<file path="config.mk">
export PLATFORM = sky130hd
export DESIGN_NAME = jid_top
export DESIGN_NICKNAME = d
export VERILOG_FILES = /design/src/jid_pkg.sv /design/src/jid_sync_if.sv /design/src/jid_sync.sv /design/src/jid_top.sv
export SDC_FILE = /design/constraint.sdc
export NUM_CORES = 1
export LEC_CHECK = 0
export BUFFER_PORTS_ARGS = -buffer_cell sky130_fd_sc_hd__buf_2
export CAP_MARGIN = 25
export CORE_MARGIN = 2
export CORE_UTILIZATION = 54
export DETAILED_ROUTE_END_ITERATION = 16
export GPL_TIMING_DRIVEN = 0
export PLACE_DENSITY = 0.75
export SETUP_SLACK_MARGIN = 0.3
export SKIP_LAST_GASP = 1
export SYNTH_ARGS = -nofsm -noshare
export SYNTH_HDL_FRONTEND = slang
export SYNTH_SLANG_ARGS = --single-unit
export TNS_END_PERCENT = 50
</file>
<file path="constraint.sdc">
create_clock -name clock_i -period 2.45 [get_ports clock_i]
set_input_delay 0.1225 -clock clock_i [delete_from_list [all_inputs] [get_ports clock_i]]
set_output_delay 0.1225 -clock clock_i [all_outputs]
set_load 0.005 [all_outputs]
</file>
<file path="src/jid_pkg.sv">
package jid_pkg;
  localparam int IR_W = 6;
  localparam int ID_W = 32;
  localparam int SYNC_W = 4;
  // Opcodes of the instruction register
  localparam logic [5:0] OP_EXTEST = 6'h00;
  localparam logic [5:0] OP_SAMPLE = 6'h01;
  localparam logic [5:0] OP_IDCODE = 6'h02;
  localparam logic [5:0] OP_HIGHZ = 6'h03;
  localparam logic [5:0] OP_CAPTURE = 6'h2D;
  localparam logic [5:0] OP_CLAMP = 6'h3E;
  localparam logic [5:0] OP_BYPASS = 6'h3F;
  // Values taken at capture and after reset
  localparam logic BYP_CAPTURE = 1'h0;
  localparam logic ID_LSB = 1'h1;
  localparam logic [3:0] SYNC_RST = 4'h0;
  typedef enum logic [3:0] {
    JID_RESET = 4'h0,
    JID_IDLE = 4'h1,
    JID_SEL_DR = 4'h3,
    JID_CAP_DR = 4'h2,
    JID_SH_DR = 4'h6,
    JID_EX1_DR = 4'h7,
    JID_PAU_DR = 4'h5,
    JID_EX2_DR = 4'h4,
    JID_UPD_DR = 4'hC,
    JID_SEL_IR = 4'hD,
    JID_CAP_IR = 4'hF,
    JID_SH_IR = 4'hE,
    JID_EX1_IR = 4'hA,
    JID_PAU_IR = 4'hB,
    JID_EX2_IR = 4'h9,
    JID_UPD_IR = 4'h8
  } jid_tap_e;
  typedef enum logic [1:0] {
    JID_DR_BYP = 2'h0,
    JID_DR_BSR = 2'h1,
    JID_DR_ID = 2'h3
  } jid_dr_e;
endpackage : jid_pkg

</file>
<file path="src/jid_sync_if.sv">
`timescale 1ns/1ps
interface jid_sync_if #(parameter int W = 4);
  logic [W-1:0] lvl;
  modport src (output lvl);
  modport dst (input lvl);
endinterface : jid_sync_if

</file>
<file path="src/jid_sync.sv">
`timescale 1ns/1ps
module jid_sync #(
  parameter int W = 4
) (
  input wire logic clock_i,
  input wire logic rst_i,
  input wire logic [W-1:0] raw_i,
  jid_sync_if.src sync
);
  logic [W-1:0] s1;
  logic [W-1:0] s2;
  logic [W-1:0] s3;
  logic [W-1:0] next_lvl;

  if (W < 1) begin : g_chk
    $error("jid_sync: width must be at least one");
  end

  // A change is taken only once the second and third stages agree
  always_comb begin
    next_lvl = (s2 & s3) | (sync.lvl & (s2 | s3));
  end

  always_ff @(posedge clock_i or posedge rst_i) begin
    if (rst_i) begin
      s1 <= '0;
      s2 <= '0;
      s3 <= '0;
      sync.lvl <= '0;
    end else begin
      s1 <= raw_i;
      s2 <= s1;
      s3 <= s2;
      sync.lvl <= next_lvl;
    end
  end
endmodule : jid_sync

</file>
<file path="src/jid_top.sv">
`timescale 1ns/1ps
module jid_top #(
  parameter int NPIN = 4,
  parameter logic [3:0] ID_VERSION = 4'h1,    // Arbitrary value
  parameter logic [15:0] ID_PART = 16'h1234,  // Arbitrary value
  parameter logic [10:0] ID_MANUF = 11'h055   // Arbitrary value
) (
  input wire logic clock_i,
  input wire logic rst_i,
  input wire logic tck_i,
  input wire logic tms_i,
  input wire logic tdi_i,
  input wire logic trst_n_i,
  input wire logic [NPIN-1:0] core_out_i,
  input wire logic [NPIN-1:0] core_oe_i,
  input wire logic [NPIN-1:0] pad_in_i,
  output logic [NPIN-1:0] pad_out_o,
  output logic [NPIN-1:0] pad_oe_n_o,
  output logic tdo_o,
  output logic tdo_oe_n_o
);
  localparam int BSR_W = 2 * NPIN;

  if (NPIN < 1) begin : g_chk
    $error("jid_top: at least one boundary pin is needed");
  end

  // ==========================================================
  // Pin synchronisers
  jid_sync_if #(.W(jid_pkg::SYNC_W)) pins ();
  jid_sync #(.W(jid_pkg::SYNC_W)) u_sync (
    .clock_i(clock_i),
    .rst_i(rst_i),
    .raw_i({trst_n_i, tdi_i, tms_i, tck_i}),
    .sync(pins)
  );
  logic tck;
  logic tms;
  logic tdi;
  logic trst_n;
  assign {trst_n, tdi, tms, tck} = pins.lvl;

  // ==========================================================
  // TAP and scan registers
  jid_pkg::jid_tap_e state;
  jid_pkg::jid_tap_e next_state;
  logic tck_q;
  logic [5:0] ir;
  logic [5:0] next_ir;
  logic [5:0] ir_sh;
  logic [5:0] next_ir_sh;
  logic byp;
  logic next_byp;
  logic [jid_pkg::ID_W-1:0] id_sh;
  logic [jid_pkg::ID_W-1:0] next_id_sh;
  logic [BSR_W-1:0] bsr;
  logic [BSR_W-1:0] next_bsr;
  logic [BSR_W-1:0] latch;
  logic [BSR_W-1:0] next_latch;
  logic next_tdo;
  logic next_tdo_oe_n;
  logic rise;
  logic fall;
  jid_pkg::jid_dr_e dr_sel;
  logic drive_bsr;
  logic hiz;
  logic [BSR_W-1:0] bsr_cap;

  assign rise = tck & ~tck_q;
  assign fall = ~tck & tck_q;

  // All six bits decoded; reserved codes fall into bypass
  always_comb begin
    dr_sel = jid_pkg::JID_DR_BYP;
    drive_bsr = 1'b0;
    hiz = 1'b0;
    case (ir)
      jid_pkg::OP_EXTEST: begin
        dr_sel = jid_pkg::JID_DR_BSR;
        drive_bsr = 1'b1;
      end
      jid_pkg::OP_SAMPLE: dr_sel = jid_pkg::JID_DR_BSR;
      jid_pkg::OP_IDCODE: dr_sel = jid_pkg::JID_DR_ID;
      jid_pkg::OP_HIGHZ: hiz = 1'b1;
      jid_pkg::OP_CLAMP: drive_bsr = 1'b1;
      jid_pkg::OP_BYPASS: dr_sel = jid_pkg::JID_DR_BYP;
      default: dr_sel = jid_pkg::JID_DR_BYP;
    endcase
  end

  // Under EXTEST a pin's data cell watches the pad; otherwise it watches the core
  // while the core drives, so a sample shows what really sits on the wire
  always_comb begin
    for (int i = 0; i < NPIN; i++) begin
      if (ir == jid_pkg::OP_EXTEST || !core_oe_i[i]) begin
        bsr_cap[i] = pad_in_i[i];
      end else begin
        bsr_cap[i] = core_out_i[i];
      end
      bsr_cap[NPIN+i] = core_oe_i[i];
    end
  end

  always_comb begin
    next_state = state;
    next_ir = ir;
    next_ir_sh = ir_sh;
    next_byp = byp;
    next_id_sh = id_sh;
    next_bsr = bsr;
    next_latch = latch;
    next_tdo = tdo_o;
    next_tdo_oe_n = tdo_oe_n_o;
    if (!trst_n) begin
      next_state = jid_pkg::JID_RESET;
      next_ir = jid_pkg::OP_IDCODE;
      // Reset can strike mid-shift with TCK stopped; release TDO at once
      next_tdo_oe_n = 1'b1;
    end else if (rise) begin
      unique case (state)
        jid_pkg::JID_RESET: next_state = tms ? jid_pkg::JID_RESET : jid_pkg::JID_IDLE;
        jid_pkg::JID_IDLE: next_state = tms ? jid_pkg::JID_SEL_DR : jid_pkg::JID_IDLE;
        jid_pkg::JID_SEL_DR: next_state = tms ? jid_pkg::JID_SEL_IR : jid_pkg::JID_CAP_DR;
        jid_pkg::JID_CAP_DR: next_state = tms ? jid_pkg::JID_EX1_DR : jid_pkg::JID_SH_DR;
        jid_pkg::JID_SH_DR: next_state = tms ? jid_pkg::JID_EX1_DR : jid_pkg::JID_SH_DR;
        jid_pkg::JID_EX1_DR: next_state = tms ? jid_pkg::JID_UPD_DR : jid_pkg::JID_PAU_DR;
        jid_pkg::JID_PAU_DR: next_state = tms ? jid_pkg::JID_EX2_DR : jid_pkg::JID_PAU_DR;
        jid_pkg::JID_EX2_DR: next_state = tms ? jid_pkg::JID_UPD_DR : jid_pkg::JID_SH_DR;
        jid_pkg::JID_UPD_DR: next_state = tms ? jid_pkg::JID_SEL_DR : jid_pkg::JID_IDLE;
        jid_pkg::JID_SEL_IR: next_state = tms ? jid_pkg::JID_RESET : jid_pkg::JID_CAP_IR;
        jid_pkg::JID_CAP_IR: next_state = tms ? jid_pkg::JID_EX1_IR : jid_pkg::JID_SH_IR;
        jid_pkg::JID_SH_IR: next_state = tms ? jid_pkg::JID_EX1_IR : jid_pkg::JID_SH_IR;
        jid_pkg::JID_EX1_IR: next_state = tms ? jid_pkg::JID_UPD_IR : jid_pkg::JID_PAU_IR;
        jid_pkg::JID_PAU_IR: next_state = tms ? jid_pkg::JID_EX2_IR : jid_pkg::JID_PAU_IR;
        jid_pkg::JID_EX2_IR: next_state = tms ? jid_pkg::JID_UPD_IR : jid_pkg::JID_SH_IR;
        jid_pkg::JID_UPD_IR: next_state = tms ? jid_pkg::JID_SEL_DR : jid_pkg::JID_IDLE;
      endcase
      // Five TMS-high rises reach reset from any state
      if (state == jid_pkg::JID_RESET) next_ir = jid_pkg::OP_IDCODE;
      if (state == jid_pkg::JID_CAP_IR) next_ir_sh = jid_pkg::OP_CAPTURE;
      if (state == jid_pkg::JID_SH_IR) next_ir_sh = {tdi, ir_sh[5:1]};
      if (state == jid_pkg::JID_UPD_IR) next_ir = ir_sh;
      // Only the selected register captures or shifts
      if (state == jid_pkg::JID_CAP_DR) begin
        unique case (dr_sel)
          jid_pkg::JID_DR_BYP: next_byp = jid_pkg::BYP_CAPTURE;
          jid_pkg::JID_DR_BSR: next_bsr = bsr_cap;
          jid_pkg::JID_DR_ID: next_id_sh = {ID_VERSION, ID_PART, ID_MANUF, jid_pkg::ID_LSB};
        endcase
      end
      if (state == jid_pkg::JID_SH_DR) begin
        unique case (dr_sel)
          jid_pkg::JID_DR_BYP: next_byp = tdi;
          jid_pkg::JID_DR_BSR: next_bsr = {tdi, bsr[BSR_W-1:1]};
          jid_pkg::JID_DR_ID: next_id_sh = {tdi, id_sh[jid_pkg::ID_W-1:1]};
        endcase
      end
      if (state == jid_pkg::JID_UPD_DR && dr_sel == jid_pkg::JID_DR_BSR) begin
        next_latch = bsr;
      end
    end else if (fall) begin
      next_tdo_oe_n = !(state == jid_pkg::JID_SH_DR || state == jid_pkg::JID_SH_IR);
      if (state == jid_pkg::JID_SH_IR) begin
        next_tdo = ir_sh[0];
      end else begin
        unique case (dr_sel)
          jid_pkg::JID_DR_BYP: next_tdo = byp;
          jid_pkg::JID_DR_BSR: next_tdo = bsr[0];
          jid_pkg::JID_DR_ID: next_tdo = id_sh[0];
        endcase
      end
    end
  end

  always_ff @(posedge clock_i or posedge rst_i) begin
    if (rst_i) begin
      state <= jid_pkg::JID_RESET;
      tck_q <= 1'b0;
      ir <= jid_pkg::OP_IDCODE;
      ir_sh <= jid_pkg::OP_CAPTURE;
      byp <= jid_pkg::BYP_CAPTURE;
      id_sh <= '0;
      bsr <= '0;
      latch <= '0;
      tdo_o <= 1'b0;
      tdo_oe_n_o <= 1'b1;
    end else begin
      state <= next_state;
      tck_q <= tck;
      ir <= next_ir;
      ir_sh <= next_ir_sh;
      byp <= next_byp;
      id_sh <= next_id_sh;
      bsr <= next_bsr;
      latch <= next_latch;
      tdo_o <= next_tdo;
      tdo_oe_n_o <= next_tdo_oe_n;
    end
  end

  // ==========================================================
  // Pin drive
  // Latches are not cleared by TAP reset; the tester must preload them
  // through SAMPLE before EXTEST or CLAMP, else stale values reach the pins
  logic [NPIN-1:0] next_pad_out;
  logic [NPIN-1:0] next_pad_oe_n;

  always_comb begin
    if (hiz) begin
      next_pad_out = core_out_i;
      next_pad_oe_n = '1;
    end else if (drive_bsr) begin
      next_pad_out = latch[NPIN-1:0];
      next_pad_oe_n = ~latch[BSR_W-1:NPIN];
    end else begin
      next_pad_out = core_out_i;
      next_pad_oe_n = ~core_oe_i;
    end
  end

  always_ff @(posedge clock_i or posedge rst_i) begin
    if (rst_i) begin
      pad_out_o <= '0;
      pad_oe_n_o <= '1;
    end else begin
      pad_out_o <= next_pad_out;
      pad_oe_n_o <= next_pad_oe_n;
    end
  end
endmodule : jid_top

</file>
# Word level (Yosys, flattened, before mapping)

Cells that the tools add are included.

Eq/ne operators: 25
Muxes and demuxes: 49
Bitwise logic cells: 11
Reductions and logical operators: 26

Operators with widths:

| kind                                          | count |
|---|---|
| two-way mux 32 bit                            | 4 |
| case mux 4 bit (12 select lines)              | 1 |
| two-way mux 4 bit                             | 10 |
| two-way mux 6 bit                             | 6 |
| == test 4 bit, second input constant          | 8 |
| two-way mux 8 bit                             | 4 |
| two-way mux 1 bit                             | 17 |
| == test 4 x 3 -> 1 bit, second input constant | 4 |
| == test 6 x 2 -> 1 bit, second input constant | 2 |
| AND reduction 3 bit                           | 3 |
| bitwise AND 4 bit                             | 2 |
| == test 4 x 2 -> 1 bit, second input constant | 2 |
| inverter 4 bit                                | 2 |
| bitwise OR 4 bit                              | 2 |
| OR reduction 2 bit                            | 4 |
| == test 6 x 1 -> 1 bit, second input constant | 1 |
| == test 6 bit, second input constant          | 1 |
| logical NOT 6 bit                             | 1 |
| two-way mux 2 bit                             | 3 |
| two-way mux 3 bit                             | 2 |
| inequality test 2 bit, second input constant  | 3 |
| AND reduction 2 bit                           | 3 |
| logical NOT 1 bit                             | 5 |
| logical OR 1 bit                              | 5 |
| 13 further kinds                              | 16 |

Register bits: 92
Input port bits: 18
Logic and storage cells: 127

# Longest topological paths before layout

Depth after elaboration: 8
Gate-level depth with buffers: 6
Mapped depth without buffers: 4

# Hierarchy

Synthesis repeated with hierarchy kept, for this count alone.

Cells, all modules: 345
Area total of the unflattened synthesis: 4062.6 sq um

By module, submodules not included:

| module   | times used | cells an instance | area each (sq um) | sequential area each (sq um) |
|---|---|---|---|---|
| jid_top  | 1          | 324               | 3613.5            | 1914.3 |
| jid_sync | 1          | 21                | 449.2             | 400.4 |

# Worst setup path after synthesis

Ideal clock, no wire load.

Kind: register to register
Start: register ir[2]
End: register (tool-made name)
Library setup time: 0.128 ns
Arrival: 1.850 ns
Required time: 2.322 ns
Path slack: 0.473 ns
Stages on the path, launching flop included: 6
Path buffers: 2
Clock period less this slack: 1.977 ns
Path through: dfrtp_1 > or4_1 > buf_2 > nor4_4 > buf_4 > mux2_1

RTL lines:

| element                | line           | source |
|---|---|---|
| from (decl)            | jid_top.sv:48  | `logic [5:0] ir;` |
| from (signal assigned) | jid_top.sv:179 | `ir <= jid_pkg::OP_IDCODE;` |
| from (signal assigned) | jid_top.sv:190 | `ir <= next_ir;` |

==> results_dict.tcl <==
set metrics [dict create \
    status "complete, no violations" \
    setup_viol 0 \
    initial_utilization_pct 55.6 \
    drive_gt1_share_pct 21.7 \
    whs_ns 0.0127 \
    cts-root-buf "clkbuf_8" \
    cts-htree-levels 3 \
    vias 2745 \
    area_growth_pct 16.5 \
    grt_overflow 0 \
    cpMaxStageDelayCell "or4_1" \
    path_clk_slew_ns 0.09 \
    viasPerCell 5.34 \
    max_cap_violations 0 \
    fin_crit_sh_pct 84.6 \
    power_frac_clock_pct 32.9 \
    fmax_mhz 482 \
    crit_chain "or4_1 > buf_2 > nor4_4 > buf_6 > mux2_1" \
    yosys.cell_types.count 43 \
    ys_ff_latch 92 \
    seq_area_um2 2320 \
    clkLatencyLatePin_ns 0.36 \
    cpPeakStageDelay_ns 0.52 \
    core-area_um2 7210 \
    synth_ff_type "dfrtp_1" \
    drcViolationCount 0 \
    endpoint_kind "register" \
    place_congestion 0.831 \
    reg2reg_from "ir[2]" \
    grt_pass1_wl_um 12600 \
    cp-start-kind "register" \
    rsz0062_at_grt "yes" \
    hp-start "core_out_i[2]" \
    syn-instance-count 356 \
    drtIter0Drc 133 \
    crit_type "reg -> reg" \
    worst_ep_required_time_ns 2.69 \
    p_total_mw 3.10 \
    num_io_pins 28 \
    worstSetupStartpoint "ir[2]" \
    wirelength_um 7530 \
    multi_input_area_um2 1530 \
    antenna_found_initial 0 \
    setup_tns_ns 0 \
    relSlewSlack_pct 65.4 \
    num_antenna_cells 0 \
    path_max_fanout 10 \
    switchingPower_mw 0.771 \
    p_int_mw 2.33 \
    seq_power_share_pct 55.8 \
    slew_violations 0 \
    finalCriticalPeriod_ns 2.07 \
    die_h_um 90.2 \
    grt_pass1_vias 2641 \
    syn_nets 374 \
    core.rowCount 31 \
    num-fill-cells 577 \
    wl_per_cell_um 14.6 \
    ys_warn_count 0 \
    ys_seq_area_share_pct 57.7 \
    final_antenna_net_count 0 \
    hold_class "in -> reg" \
    timing.final.hold_violations 0 \
    crit_arrival_ns 2.31 \
    portBuffers 27 \
    dp_slack_ns 0.150 \
    final.setup.worst_slack_ns 0.377 \
    numCtsBuffers 9 \
    track_usage_pct 19.7 \
    synthesis.area_um2 4010 \
    grt_max_degree 37 \
    synth.area.top_cells "dfrtp_1 (51%), dfstp_2 (6.6%), mux2i_1 (5.7%)" \
    dp_hpwl_um 5210 \
    final_nets 428 \
    die_w_um 90.2 \
    clockBufferDepth 2 \
    power_density_nw_per_um2 664 \
    tightestPinTransition_ns 0.519 \
    dieArea_um2 8130 \
    post-synth-top-area-cell "dfrtp_1" \
    clock-sinks 92 \
    drt-pass1-iter-count 4 \
    comb_power_share_pct 11.4 \
    synth-edff-count 0 \
    p_sw_share_pct 24.9 \
    finalClockSkew_ns 0.0100 \
    synth_top_area_share_pct 51.2 \
    cts_tree "done" \
    leakage_nw 1.93 \
    async_flop_share_pct 100 \
    syn_avg_cell_area_um2 11.3 \
    peakVddDrop_mv 0.593 \
]
-- synth_stat cells, types with 4 or more instances --
cell type and count:
inv_1 25, a21oi_1 13, dfrtp_1 82, nand3_1 4, o2bb2ai_1 4, a211oi_1 4, nand2b_1 7, mux2_2 13
maj3_1 4, dfstp_2 10, nor2_1 16, and2_1 4, a22o_1 5, nor3b_1 5, mux2_1 12, nand2_1 47
mux2i_1 23, clkbuf_1 14, o21ai_0 20, nor2b_1 5, a31oi_1 5
-- layer usage --
metal | share of wire, % | vias to the layer above | GRT usage (%) | routed length (um)
li1 | - | 1335 | - | -
met1 | 47 | 1339 | 26.7 | 3500
met2 | 47 | 53 | 29.6 | 3500
met3 | 4.1 | 18 | 5.03 | 309
met4 | 2.8 | 0 | 10.3 | 213
met5 | 0 | - | 0 | 0
-- area by class of cell --
cell class	count	area share (%)
well taps	99	2.65
flip-flops and latches	92	49.6
clock buffers	13	3.19
multi-input cells	220	32.7
plain buffers	19	2.20
clock inverters	3	0.991
inverters	25	2.09
repair buffers	43	6.59
-- path summary, 6_finish.rpt --
path	endpoint	slack [ns]	depth (start not counted)
worst max-delay path	register	0.38	5
worst min-delay path	pad_out_o[2]	0.01	2
worst max register to register	register	0.38	5
worst min register to register	u_sync.s2[1]	0.36	0
max in group asynchronous	pad_oe_n_o[0]	1.27	5
min in group asynchronous	u_sync.s2[1]	0.33	3
-- stage by stage --
step                cells  cell area [um^2]  utilization, %
floorplan             356              4010               -
global placement      482              4270            59.2
detailed placement    484              4310            59.8
CTS                   512              4640            64.3
global route          514              4670            64.7
finish                514              4670            64.7
-- cell usage in the layout, fill, tap and decap left out, drive strengths merged, types with 7 or more instances in the layout --
cell type,count
clkbuf,28
a21oi,13
nand2b,7
o21ai,20
dlygate4sd3,11
inv,24
dfrtp,82
dfstp,10
mux2i,23
mux2,25
nand2,47
buf,36
nor2,16
-- cell families (layout without fill, tap and decap cells) --
family | after synthesis | in the layout | synth area share (%)
DFF | 92 | 92 | 57.7
muxes | 48 | 48 | 12.8
buffers and inverters | 44 | 103 | 4.43
and+or+nand+nor | 102 | 102 | 13.2
AOI/OAI and AO/OA | 66 | 66 | 10.8
adders and majority gates | 4 | 4 | 0.999
-- repair_timing --
item,in CTS,in global routing
endpoints found under the setup margin,29,44
setup buffers,2,1
pin swaps,1,2
cloned,0,0
hold buffers,10,1
hold endpoints to repair,31,1
resized for setup,4,9
-- critical path: cells and delay by family, from the launching register on --
kind | cells | cell delay, ns
simple gates | 2 | 0.76
flops | 1 | 0.45
buf+inv | 2 | 0.40
mux | 1 | 0.33
-- power groups by stage --
stage          logic [mW]  registers [mW]  clock network (mW)
2_1_floorplan       0.235            1.74                   0
5_1_grt             0.392            1.75                1.10
3_5_place_dp        0.337            1.76                   0
4_1_cts             0.354            1.73                1.04
3_3_place_gp        0.315            1.75                   0
6_report            0.352            1.73                1.02
No activity file was read; power rests on OpenSTA's default activity.
